File: config.mk
export PLATFORM = sky130hd
export DESIGN_NAME = cache_clock_hole_config_regs
export DESIGN_NICKNAME = d
export VERILOG_FILES = /design/src/pkg/cache_hole_pkg.sv /design/src/design/cache_clock_hole_config_regs.sv
export VERILOG_INCLUDE_DIRS = /design/src /design/src/pkg
export SDC_FILE = /design/constraint.sdc
export NUM_CORES = 1
export LEC_CHECK = 0
export BUFFER_PORTS_ARGS = -buffer_cell sky130_fd_sc_hd__buf_4
export CAP_MARGIN = 10
export CORE_UTILIZATION = 45
export CTS_CLUSTER_SIZE = 25
export DETAILED_ROUTE_END_ITERATION = 10
export PLACE_DENSITY = 0.87
export SLEW_MARGIN = 20
export SYNTH_ARGS = -nofsm -noshare
export SYNTH_HDL_FRONTEND = slang
export SYNTH_SLANG_ARGS = --single-unit
export TNS_END_PERCENT = 30
File: constraint.sdc
create_clock -name REF_CLK_I -period 1.7 [get_ports REF_CLK_I]
set_input_delay 0.255 -clock REF_CLK_I [delete_from_list [all_inputs] [get_ports REF_CLK_I]]
set_output_delay 0.255 -clock REF_CLK_I [all_outputs]
set_load 0.05 [all_outputs]
File: src/pkg/cache_hole_defs.svh
// Register offsets, field positions, reset values and timing counts of the configuration bank.
`ifndef CACHE_HOLE_DEFS_SVH
`define CACHE_HOLE_DEFS_SVH
`define CTRL3_OFFSET 8'h27
`define HOLE1_IDX 8'h28
`define HOLE1_ADDR_IDX 8'h29
`define CTRL3_ADDR 12'h09C
`define HOLE1_ADDR 12'h0A0
`define HOLE1_LO_ADDR 12'h0A4
`define STATUS_ADDR 12'h0A8
`define CTRL3_RESET 8'hDF
`define HOLE1_RESET 8'hE0
`define HOLE1_LO_RESET 8'h00
`define C3_L2WP_BIT 4
`define C3_TURBO_BIT 3
`define C3_L1WT_BIT 2
`define C3_ATSYNC_BIT 1
`define HT_TYPE_HI_BIT 7
`define HT_TYPE_LO_BIT 4
`define HT_MAPNEW_BIT 3
`define SMM_FLUSH_CYCLES 4
`endif

File: src/pkg/cache_hole_pkg.sv
// Types shared by the configuration bank.
package cache_hole_pkg;
   typedef enum logic [1:0] {HOLE_ISA = 2'b00, HOLE_ROM = 2'b01, HOLE_NONE = 2'b10,
      HOLE_DRAM = 2'b11} hole_kind_type;
   typedef enum logic [1:0] {SMM_IDLE = 2'b00, SMM_FLUSH = 2'b01, SMM_REQ = 2'b10,
      SMM_WAIT = 2'b11} smm_state_type;
endpackage : cache_hole_pkg

File: src/design/cache_clock_hole_config_regs.sv
// Chipset control register three, hole 1 configuration and the logic they steer.
//
// The APB register port was left to the implementer.
`timescale 1ns/1ps
`include "cache_hole_defs.svh"
// What this block does
// - Block L2 writes to top BIOS segment when shadowed and protect bit set.
// - In slow mode raise bus hold on every second refresh cycle.
// - In write-through mode ignore the CPU hit-modified snoop input.
// - In write-back mode sample hit-modified during snoops and allow burst writes.
// - Write-back mode: flush first, then cache enable and management interrupt, await ack.
// - Clock select picks synchronous bus clock or oscillator over two.
// - In power management mode expansion clock is always oscillator over two.
// - Type field at bits 7 and 4 selects ISA, ROM, none or DRAM.
// - Size field at bits 6:5 selects 64KB, 128KB, 256KB or 1MB.
// - Bit 3 selects legacy or enhanced DRAM bank mapping.
// - On first revision the map select bit reads back as zero.
// - Bits 2:0 hold hole start address bits 26 to 24.
// - Hole start aligns to size; low address bits are ignored.
module cache_clock_hole_config_regs #(
   parameter int SYNC_DIV_W = 2,                // Width of the synchronous divisor field
   parameter logic FIRST_REVISION = 1'b0        // Arbitrary default; set for first silicon
) (
   input wire logic REF_CLK_I,                  // CPU bus clock, 100 MHz
   input wire logic RSTN_I,                     // Asynchronous reset, active low
   input wire logic PSEL_I,                     // APB select
   input wire logic PENABLE_I,                  // APB access phase
   input wire logic PWRITE_I,                   // APB direction
   input wire logic [11:0] PADDR_I,             // APB byte address
   input wire logic [31:0] PWDATA_I,            // APB write data
   output logic [31:0] PRDATA_O,                // APB read data
   output logic PREADY_O,                       // APB ready
   output logic PSLVERR_O,                      // APB error on unmapped address
   input wire logic BIOS_SHADOWED_I,            // Top BIOS segment is shadowed
   input wire logic CPU_WRITE_I,                // Current CPU cycle is a write
   input wire logic [26:16] CPU_ADDR_I,         // Current CPU address bits
   input wire logic REFRESH_I,                  // One-cycle pulse per refresh
   input wire logic SNOOP_I,                    // Snoop cycle in progress
   input wire logic CPU_HIT_MODIFIED_N_I,       // CPU hit-modified, active low
   input wire logic BASE_OSCILLATOR_I,          // Oscillator sampled as a level
   input wire logic SYNC_CLK_I,                 // Synchronous bus clock source
   input wire logic PWR_MGMT_MODE_I,            // Power management mode active
   input wire logic SMM_REQUEST_I,              // Pulse: request entry to management mode
   input wire logic MGMT_ACTIVE_ACK_N_I,        // CPU management-active ack, active low
   output logic L2_WRITE_BLOCK_O,               // Block L2 write for this cycle
   output logic BUS_HOLD_O,                     // Bus hold request for throttling
   output logic SNOOP_HIT_O,                    // Snoop hit a modified line
   output logic BURST_WRITE_EN_O,               // Burst writes permitted
   output logic CPU_FLUSH_N_O,                  // Cache flush to CPU, active low
   output logic CPU_CACHE_ENABLE_N_O,           // Cache enable to CPU, active low
   output logic MGMT_INTERRUPT_N_O,             // Management interrupt, active low
   output logic EXPANSION_BUS_CLOCK_O,          // Expansion bus clock
   output logic ENHANCED_MAP_O,                 // Enhanced DRAM mapping selected
   output logic HOLE_HIT_ISA_O,                 // Access steered to ISA bus
   output logic HOLE_HIT_ROM_O,                 // Access steered to ROM
   output logic HOLE_HIT_DRAM_NC_O              // Access to DRAM, not cacheable
);

   initial
   begin
      if (SYNC_DIV_W < 1 || SYNC_DIV_W > 4)
         $error("SYNC_DIV_W must lie between 1 and 4");
   end

   // ****************************************
   // Register bus
   // ****************************************
   logic [7:0] ctrl3_r;
   logic [7:0] hole1_r;
   logic [7:0] hole1_lo_r;
   logic [SYNC_DIV_W-1:0] sync_div_r;
   cache_hole_pkg::smm_state_type smm_state_r;
   cache_hole_pkg::smm_state_type smm_state_nxt;
   logic access_w;
   logic mapped_w;

   function automatic logic is_mapped(input logic [11:0] a);
      is_mapped = (a == `CTRL3_ADDR) || (a == `HOLE1_ADDR) || (a == `HOLE1_LO_ADDR) ||
         (a == `STATUS_ADDR);
   endfunction : is_mapped

   assign access_w = PSEL_I && PENABLE_I && !PREADY_O;
   assign mapped_w = is_mapped(PADDR_I);

   always_ff @(posedge REF_CLK_I or negedge RSTN_I)
   begin
      if (!RSTN_I)
      begin
         ctrl3_r <= `CTRL3_RESET;
         hole1_r <= `HOLE1_RESET;
         hole1_lo_r <= `HOLE1_LO_RESET;
         sync_div_r <= '0;
      end
      // Writes land on the completing edge, the one at which ready is seen high.
      else if (PSEL_I && PENABLE_I && PREADY_O && PWRITE_I)
      begin
         if (PADDR_I == `CTRL3_ADDR)
            ctrl3_r <= PWDATA_I[7:0];
         if (PADDR_I == `HOLE1_ADDR)
            hole1_r <= PWDATA_I[7:0];
         if (PADDR_I == `HOLE1_LO_ADDR)
            hole1_lo_r <= PWDATA_I[7:0];
         if (PADDR_I == `STATUS_ADDR)
            sync_div_r <= PWDATA_I[SYNC_DIV_W-1:0];
      end
   end

   // One wait state: ready rises in the second access cycle, then drops.
   always_ff @(posedge REF_CLK_I or negedge RSTN_I)
   begin
      if (!RSTN_I)
      begin
         PREADY_O <= 1'b0;
         PSLVERR_O <= 1'b0;
         PRDATA_O <= 32'h0000_0000;
      end
      else
      begin
         PREADY_O <= access_w;
         PSLVERR_O <= access_w && !mapped_w;
         PRDATA_O <= 32'h0000_0000;
         if (access_w && !PWRITE_I)
         begin
            case (PADDR_I)
               `CTRL3_ADDR: PRDATA_O <= {24'h00_0000, ctrl3_r};
               `HOLE1_ADDR: PRDATA_O <= {24'h00_0000, hole1_r[7:4],
                  hole1_r[`HT_MAPNEW_BIT] & ~FIRST_REVISION, hole1_r[2:0]};
               `HOLE1_LO_ADDR: PRDATA_O <= {24'h00_0000, hole1_lo_r};
               `STATUS_ADDR: PRDATA_O <= {20'h0_0000, 2'b00, smm_state_r,
                  4'h0, {(4-SYNC_DIV_W){1'b0}}, sync_div_r};
               default: PRDATA_O <= 32'h0000_0000;
            endcase
         end
      end
   end

   // ****************************************
   // Cache protection and throttling
   // ****************************************
   logic in_bios_w;
   logic refresh_odd_r;
   assign in_bios_w = (CPU_ADDR_I[26:20] == 7'h00) && (CPU_ADDR_I[19:16] == 4'hF);

   always_ff @(posedge REF_CLK_I or negedge RSTN_I)
   begin
      if (!RSTN_I)
         L2_WRITE_BLOCK_O <= 1'b0;
      else
         L2_WRITE_BLOCK_O <= BIOS_SHADOWED_I && ctrl3_r[`C3_L2WP_BIT] && CPU_WRITE_I &&
            in_bios_w;
   end

   always_ff @(posedge REF_CLK_I or negedge RSTN_I)
   begin
      if (!RSTN_I)
      begin
         refresh_odd_r <= 1'b0;
         BUS_HOLD_O <= 1'b0;
      end
      else
      begin
         if (REFRESH_I)
            refresh_odd_r <= ~refresh_odd_r;
         BUS_HOLD_O <= REFRESH_I && refresh_odd_r && !ctrl3_r[`C3_TURBO_BIT];
      end
   end

   always_ff @(posedge REF_CLK_I or negedge RSTN_I)
   begin
      if (!RSTN_I)
      begin
         SNOOP_HIT_O <= 1'b0;
         BURST_WRITE_EN_O <= 1'b0;
      end
      else
      begin
         SNOOP_HIT_O <= !ctrl3_r[`C3_L1WT_BIT] && SNOOP_I && !CPU_HIT_MODIFIED_N_I;
         BURST_WRITE_EN_O <= !ctrl3_r[`C3_L1WT_BIT];
      end
   end

   // ****************************************
   // Management mode entry
   // ****************************************
   // The flush is held a few cycles so the CPU sees it before the interrupt.
   logic [2:0] flush_cnt_r;

   always_comb
   begin
      smm_state_nxt = smm_state_r;
      case (smm_state_r)
         cache_hole_pkg::SMM_IDLE:
            if (SMM_REQUEST_I)
               smm_state_nxt = ctrl3_r[`C3_L1WT_BIT] ? cache_hole_pkg::SMM_REQ :
                  cache_hole_pkg::SMM_FLUSH;
         cache_hole_pkg::SMM_FLUSH:
            if (flush_cnt_r == 3'(`SMM_FLUSH_CYCLES - 1))
               smm_state_nxt = cache_hole_pkg::SMM_REQ;
         cache_hole_pkg::SMM_REQ:
            smm_state_nxt = cache_hole_pkg::SMM_WAIT;
         cache_hole_pkg::SMM_WAIT:
            if (!MGMT_ACTIVE_ACK_N_I)
               smm_state_nxt = cache_hole_pkg::SMM_IDLE;
         default:
            smm_state_nxt = cache_hole_pkg::SMM_IDLE;
      endcase
   end

   always_ff @(posedge REF_CLK_I or negedge RSTN_I)
   begin
      if (!RSTN_I)
      begin
         smm_state_r <= cache_hole_pkg::SMM_IDLE;
         flush_cnt_r <= 3'b000;
         CPU_FLUSH_N_O <= 1'b1;
         CPU_CACHE_ENABLE_N_O <= 1'b1;
         MGMT_INTERRUPT_N_O <= 1'b1;
      end
      else
      begin
         smm_state_r <= smm_state_nxt;
         flush_cnt_r <= (smm_state_nxt == cache_hole_pkg::SMM_FLUSH &&
            smm_state_r == cache_hole_pkg::SMM_FLUSH) ? flush_cnt_r + 3'b001 : 3'b000;
         CPU_FLUSH_N_O <= !(smm_state_nxt == cache_hole_pkg::SMM_FLUSH);
         CPU_CACHE_ENABLE_N_O <= !(smm_state_nxt == cache_hole_pkg::SMM_REQ ||
            smm_state_nxt == cache_hole_pkg::SMM_WAIT);
         MGMT_INTERRUPT_N_O <= !(smm_state_nxt == cache_hole_pkg::SMM_REQ ||
            smm_state_nxt == cache_hole_pkg::SMM_WAIT);
      end
   end

   // ****************************************
   // Expansion bus clock
   // ****************************************
   logic osc_half_r;
   logic osc_prev_r;

   always_ff @(posedge REF_CLK_I or negedge RSTN_I)
   begin
      if (!RSTN_I)
      begin
         osc_prev_r <= 1'b0;
         osc_half_r <= 1'b0;
         EXPANSION_BUS_CLOCK_O <= 1'b0;
      end
      else
      begin
         osc_prev_r <= BASE_OSCILLATOR_I;
         if (BASE_OSCILLATOR_I && !osc_prev_r)
            osc_half_r <= ~osc_half_r;
         EXPANSION_BUS_CLOCK_O <= (ctrl3_r[`C3_ATSYNC_BIT] && !PWR_MGMT_MODE_I) ?
            SYNC_CLK_I : osc_half_r;
      end
   end

   // ****************************************
   // Hole decode
   // ****************************************
   logic [1:0] hole_kind_w;
   logic [10:0] hole_mask_w;
   logic hole_hit_w;

   function automatic logic [10:0] size_mask(input logic [1:0] sz);
      case (sz)
         2'b00: size_mask = 11'h7FF;
         2'b01: size_mask = 11'h7FE;
         2'b10: size_mask = 11'h7FC;
         default: size_mask = 11'h7F0;
      endcase
   endfunction : size_mask

   assign hole_kind_w = {hole1_r[`HT_TYPE_HI_BIT], hole1_r[`HT_TYPE_LO_BIT]};
   assign hole_mask_w = size_mask(hole1_r[6:5]);
   assign hole_hit_w = ((CPU_ADDR_I ^ {hole1_r[2:0], hole1_lo_r}) & hole_mask_w) == 11'h000;

   always_ff @(posedge REF_CLK_I or negedge RSTN_I)
   begin
      if (!RSTN_I)
      begin
         HOLE_HIT_ISA_O <= 1'b0;
         HOLE_HIT_ROM_O <= 1'b0;
         HOLE_HIT_DRAM_NC_O <= 1'b0;
         ENHANCED_MAP_O <= 1'b0;
      end
      else
      begin
         HOLE_HIT_ISA_O <= hole_hit_w && hole_kind_w == cache_hole_pkg::HOLE_ISA;
         HOLE_HIT_ROM_O <= hole_hit_w && hole_kind_w == cache_hole_pkg::HOLE_ROM;
         HOLE_HIT_DRAM_NC_O <= hole_hit_w && hole_kind_w == cache_hole_pkg::HOLE_DRAM;
         ENHANCED_MAP_O <= hole1_r[`HT_MAPNEW_BIT];
      end
   end
endmodule : cache_clock_hole_config_regs

Yosys cells after proc, flatten, opt, wreduce, memory -nomap -nowiden:

Cells that the tools add are included.

* mux-type cells: 10
* equality and inequality tests: 16
* reductions and logical operators: 43
* div/mod/pow operators: 0
* bitwise gates (word level): 4
* multiply operators: 0
* shifts and indexed selects: 0
* $add $sub $neg: 1
* $lt $le $gt $ge: 0

Operator list (number)
* $eq A12 B8 Y1 const B: 4
* $pmux W10 S4: 1
* $logic_and A1 B1 Y1: 20
* $eq A2 B2 Y1 const B: 6
* $pmux W4 S3: 1
* $and A11 B11 Y11: 1
* $logic_not A11 Y1: 1
* $xor A11 B11 Y11: 1
* $logic_not A1 Y1: 10
* $mux W10: 1
* $eq A2 B1 Y1 const B: 4
* $mux W2: 4
* $pmux W2 S4: 1
* $reduce_and A2 Y1: 4
* $logic_not A7 Y1: 1
* $logic_not A2 Y1: 3
* $eq A4 B4 Y1 const B: 1
* $logic_or A1 B1 Y1: 4
* $add A3 B1 Y3 const B: 1
* $eq A3 B2 Y1 const B: 1
* $mux W3: 1
* $not A1 Y1: 2
* $mux W1: 1

* memories kept: 0
* output and inout bits: 46
* register bits: 79
* ROM bits: 0
* input bits: 70
* bits in writable memories: 0
* latch bits: 0
* word-level logic and storage cells: 97

Longest topological paths before layout:

* word-level depth: 6
* depth in mapped cells: 6
* depth with buffers taken out: 6

Worst setup path before layout:

OpenSTA, ideal clock, no wires.

* path kind: input -> register
* start point: input PADDR_I[11]
* end point: register sync_div_r[0]
* data required time: 1.575 ns
* buffers on the path: 1
* data arrival time: 2.089 ns
* stages: 5
* slack: -0.514 ns
* setup time: 0.125 ns
* cells stage by stage: or4_1 > or3b_4 > clkbuf_1 > nor3_1 > mux2_2

* cells in the longest elaborated chain, start to end: 2

RTL lines
* start: declaration: line cache_clock_hole_config_regs.sv:29 `input wire logic [11:0] PADDR_I,`
* $eq A12 B8 Y1
* $reduce_and A2 Y1 (no line)
* end signal: assignment: line cache_clock_hole_config_regs.sv:104 `sync_div_r <= PWDATA_I[SYNC_DIV_W-1:0];`
* end: declaration: line cache_clock_hole_config_regs.sv:71 `logic [SYNC_DIV_W-1:0] sync_div_r;`

No other way between the ends.
A chain may end at the register's enable or synchronous reset.

Final worst setup path:

* start point: input PADDR_I[11]
* end point: register hole1_r[1]

* cells in the longest elaborated chain, start to end: 2

RTL lines
* $eq A12 B8 Y1
* $reduce_and A2 Y1 (no line)
* end signal: assignment: line cache_clock_hole_config_regs.sv:90 `` hole1_r <= `HOLE1_RESET; ``
* end signal: assignment: line cache_clock_hole_config_regs.sv:100 `hole1_r <= PWDATA_I[7:0];`
* end: declaration: line cache_clock_hole_config_regs.sv:69 `logic [7:0] hole1_r;`

No other way between the ends.

==> metrics <==
status=finished with violations; failing checks=negative setup slack; Die Width=79.2 µm; initial drt markers=110; clk sink count=57; CP Class=input pin to flip-flop; overall global routing resource usage=between 20% and 30%; FMAX=~0.55 GHz; Tot Pwr=about 3.6 mW; clk_lat worst skew=0.33 ns; RSZ-0062 raised after global routing=true; CP required=1.92 ns; Mapped Cells=224; r2r setup slk=0.05 ns; Die ar.=6280 µm²; Hold/Removal Path Class=input pin to flip-flop; Mapped Avg Cell Area=approximately 12 µm²; fin worst setup slack=-0.121 ns; largest net degree at the start of global routing=58; WL per Instance=15.7 µm; EDFF count, synth=0; final hold vios=0; CTS Buf Count=9; Cells on Worst Hold Path=1; maximum vdd ir drop=0.584 mV; register bit total from synthesis=57; Clock Skew=0.00530 ns; H-tree depth=3; fillcell total=426; Final GP Congestion=approximately 0.8; Initial Util=between 40 and 50%; antenna violations before repair=0; DR DRC count=0; vias in the first global route=2072; Yosys Warn Count=0; Final nets=388; IO buf count=69; Post-DRT Antenna Nets=0; Pleak=1.75 nW; largest fanout on the critical path=4; Worst-path clk slew=about 0.060 ns; Root Buffer Master=clkbuf_8; via count=between 1.5k and 2k; slew at the pin closest to its max-slew limit=0.705 ns; Ports=between 100 and 150; Slew HR=53.0%; Final HPWL DP=about 4.4 mm; CP Launch Type=input pin; design area=3670 µm²; top cells by area, synth=dfrtp_1, dfstp_2, mux2_2; placed cell area=3320 µm²; site row count=27; Final min period=1.82 ns; Critical Path Sink Type=flip-flop; Syn Std Cell Area=2690 µm²; Cell Pwr Density=993 nW/µm²; final max-slew violation count=0; first-pass iteration count of the detailed router=4; routed wire length=6.18 mm; DR vias/cell=5.07; CTS tree=done; final setup vio count=24; post-synth top area share=41.9%; predominant post-synthesis flop cell=dfrtp_1; Post-synth ARST share=100%; count of different cell masters after synthesis=38; post-synthesis sequential area ratio=53.7%; critical path arrival=between 2 and 2.5 ns; grt ovf=0; first-pass GRT wire length=9.76 mm; area of the core=between 5000 and 6000 µm²; share of cells above drive strength 1=a little under half; Bufs on Longest Clock Path=2; R2R depth=6; die height=79.2 µm; Synth-to-Final Area Change=36.6%; cell taking the most area after synthesis=dfrtp_1; max-cap viol count=0; n_diodes=0; Final Cycle Share=107%
-- metal layers --
metal,GRT usage (%),routed length (µm),up-vias
met5,0,0,-
met1,26.4,2560,984
met3,5.63,383,8
li1,-,-,913
met4,10.5,73,0
met2,33.4,3170,86
-- worst max-delay path: stages --
cell    delay [ns]
buf_6         0.09
or4_4         0.53
or3b_4        0.46
nor4_4        0.20
buf_4         0.21
mux2_4        0.30
-- layout by cell type (no fill, tap or decap), types with 3 or more instances in the layout --
master    instances
a21oi_1           8
a21oi_2           4
buf_4            79
buf_6             6
clkbuf_8         12
conb_1           22
dfrtp_1          45
dfstp_2          12
inv_1             8
mux2_2           11
mux2_4           17
mux2i_1           8
nand2_1          16
nand2b_1          4
nand4_1           3
nor2_1            8
nor4b_1           3
or3_1             5
xnor2_1          11
-- flip-flops by register name, indices dropped and copies added, names as in the netlist, 2 cells and up --
register and flops:
flush_cnt_r 3, PRDATA_O 10, hole1_lo_r 8, hole1_r 8, sync_div_r 2, smm_state_r 2
ctrl3_r 8
-- Yosys cell counts, types with 2 or more instances --
master and number:
dfrtp_1 45, mux2_2 27, buf_4 23, nand2_1 16
a21oi_1 12, dfstp_2 12, xnor2_1 11, inv_1 8
mux2i_1 8, nor2_1 8, or3_1 7, nand2b_1 4
nand4_1 3, nor3_1 3, nor4b_1 3, or4_1 3
and2_1 2, buf_1 2, clkbuf_1 2, ha_1 2
nor2b_1 2, nor3b_1 2, nor4_4 2, o22ai_1 2
xor2_1 2
-- what timing repair did --
item / in CTS / in global routing
cloned: 1 / 0
pin swaps: 3 / 1
resized for setup: 21 / 7
setup endpoints to repair: 24 / 26
hold buffers: 1 / 0
buffers inserted: 1 / 0
endpoints found under the hold margin: 23 / 0
-- cell type report --
cell class / count / area, µm² / share of cell area (%)
sequential: 57 / 1440 / 39.3
timing repair buffer: 87 / 676 / 18.4
clock buffer: 14 / 173 / 4.71
inverter: 8 / 30.0 / 0.819
clock inverter: 2 / 35.0 / 0.955
tap: 72 / 90.1 / 2.46
multi-input combinational: 153 / 1220 / 33.4
-- metrics by stage --
step                      TNS [ns]  std cells  utilization (%)  hold slack, ns  worst slack (ns)
after floorplan             -11.54        245                -         -0.0406            -0.502
after global placement      -13.52        374             58.9           0.337            -0.542
after detailed placement    -14.52        374             58.9           0.346            -0.595
after CTS                    -1.57        393             64.5          0.0310            -0.115
after global routing         -2.29        393             65.0          0.0333            -0.143
final                        -1.79        393             65.0          0.0433            -0.121
-- logic make-up (layout without fill, tap and decap cells) --
| logic type | Yosys count | in the layout | share of synthesized area, % |
|---|---|---|---|
| compound gates | 19 | 19 | 4.19 |
| xor+xnor | 13 | 13 | 4.24 |
| fa+ha+maj | 2 | 2 | 0.932 |
| buf+inv | 35 | 111 | 8.11 |
| flops | 57 | 57 | 53.7 |
| mux | 36 | 36 | 14.7 |
| other cells | 1 | 22 | 0.140 |
| simple gates | 61 | 61 | 14.0 |
-- final timing paths --
check                                       start          endpoint
worst max-delay path                  PADDR_I[11]        hole1_r[1]
worst min-delay path            BASE_OSCILLATOR_I        osc_prev_r
worst max register to register           PREADY_O     hole1_lo_r[1]
worst min register to register         hole1_r[3]    ENHANCED_MAP_O
max in group asynchronous                  RSTN_I  BURST_WRITE_EN_O
min in group asynchronous                  RSTN_I        osc_prev_r
-- where the power goes --
| group | switching [mW] | internal, mW | leakage [nW] |
|---|---|---|---|
| clock | 0.505 | 0.796 | 0.107 |
| combinational | 0.509 | 0.262 | 0.918 |
| sequential | 0.0766 | 1.49 | 0.727 |
| total | 1.09 | 2.55 | 1.75 |
(Power assumes the default switching activity.)
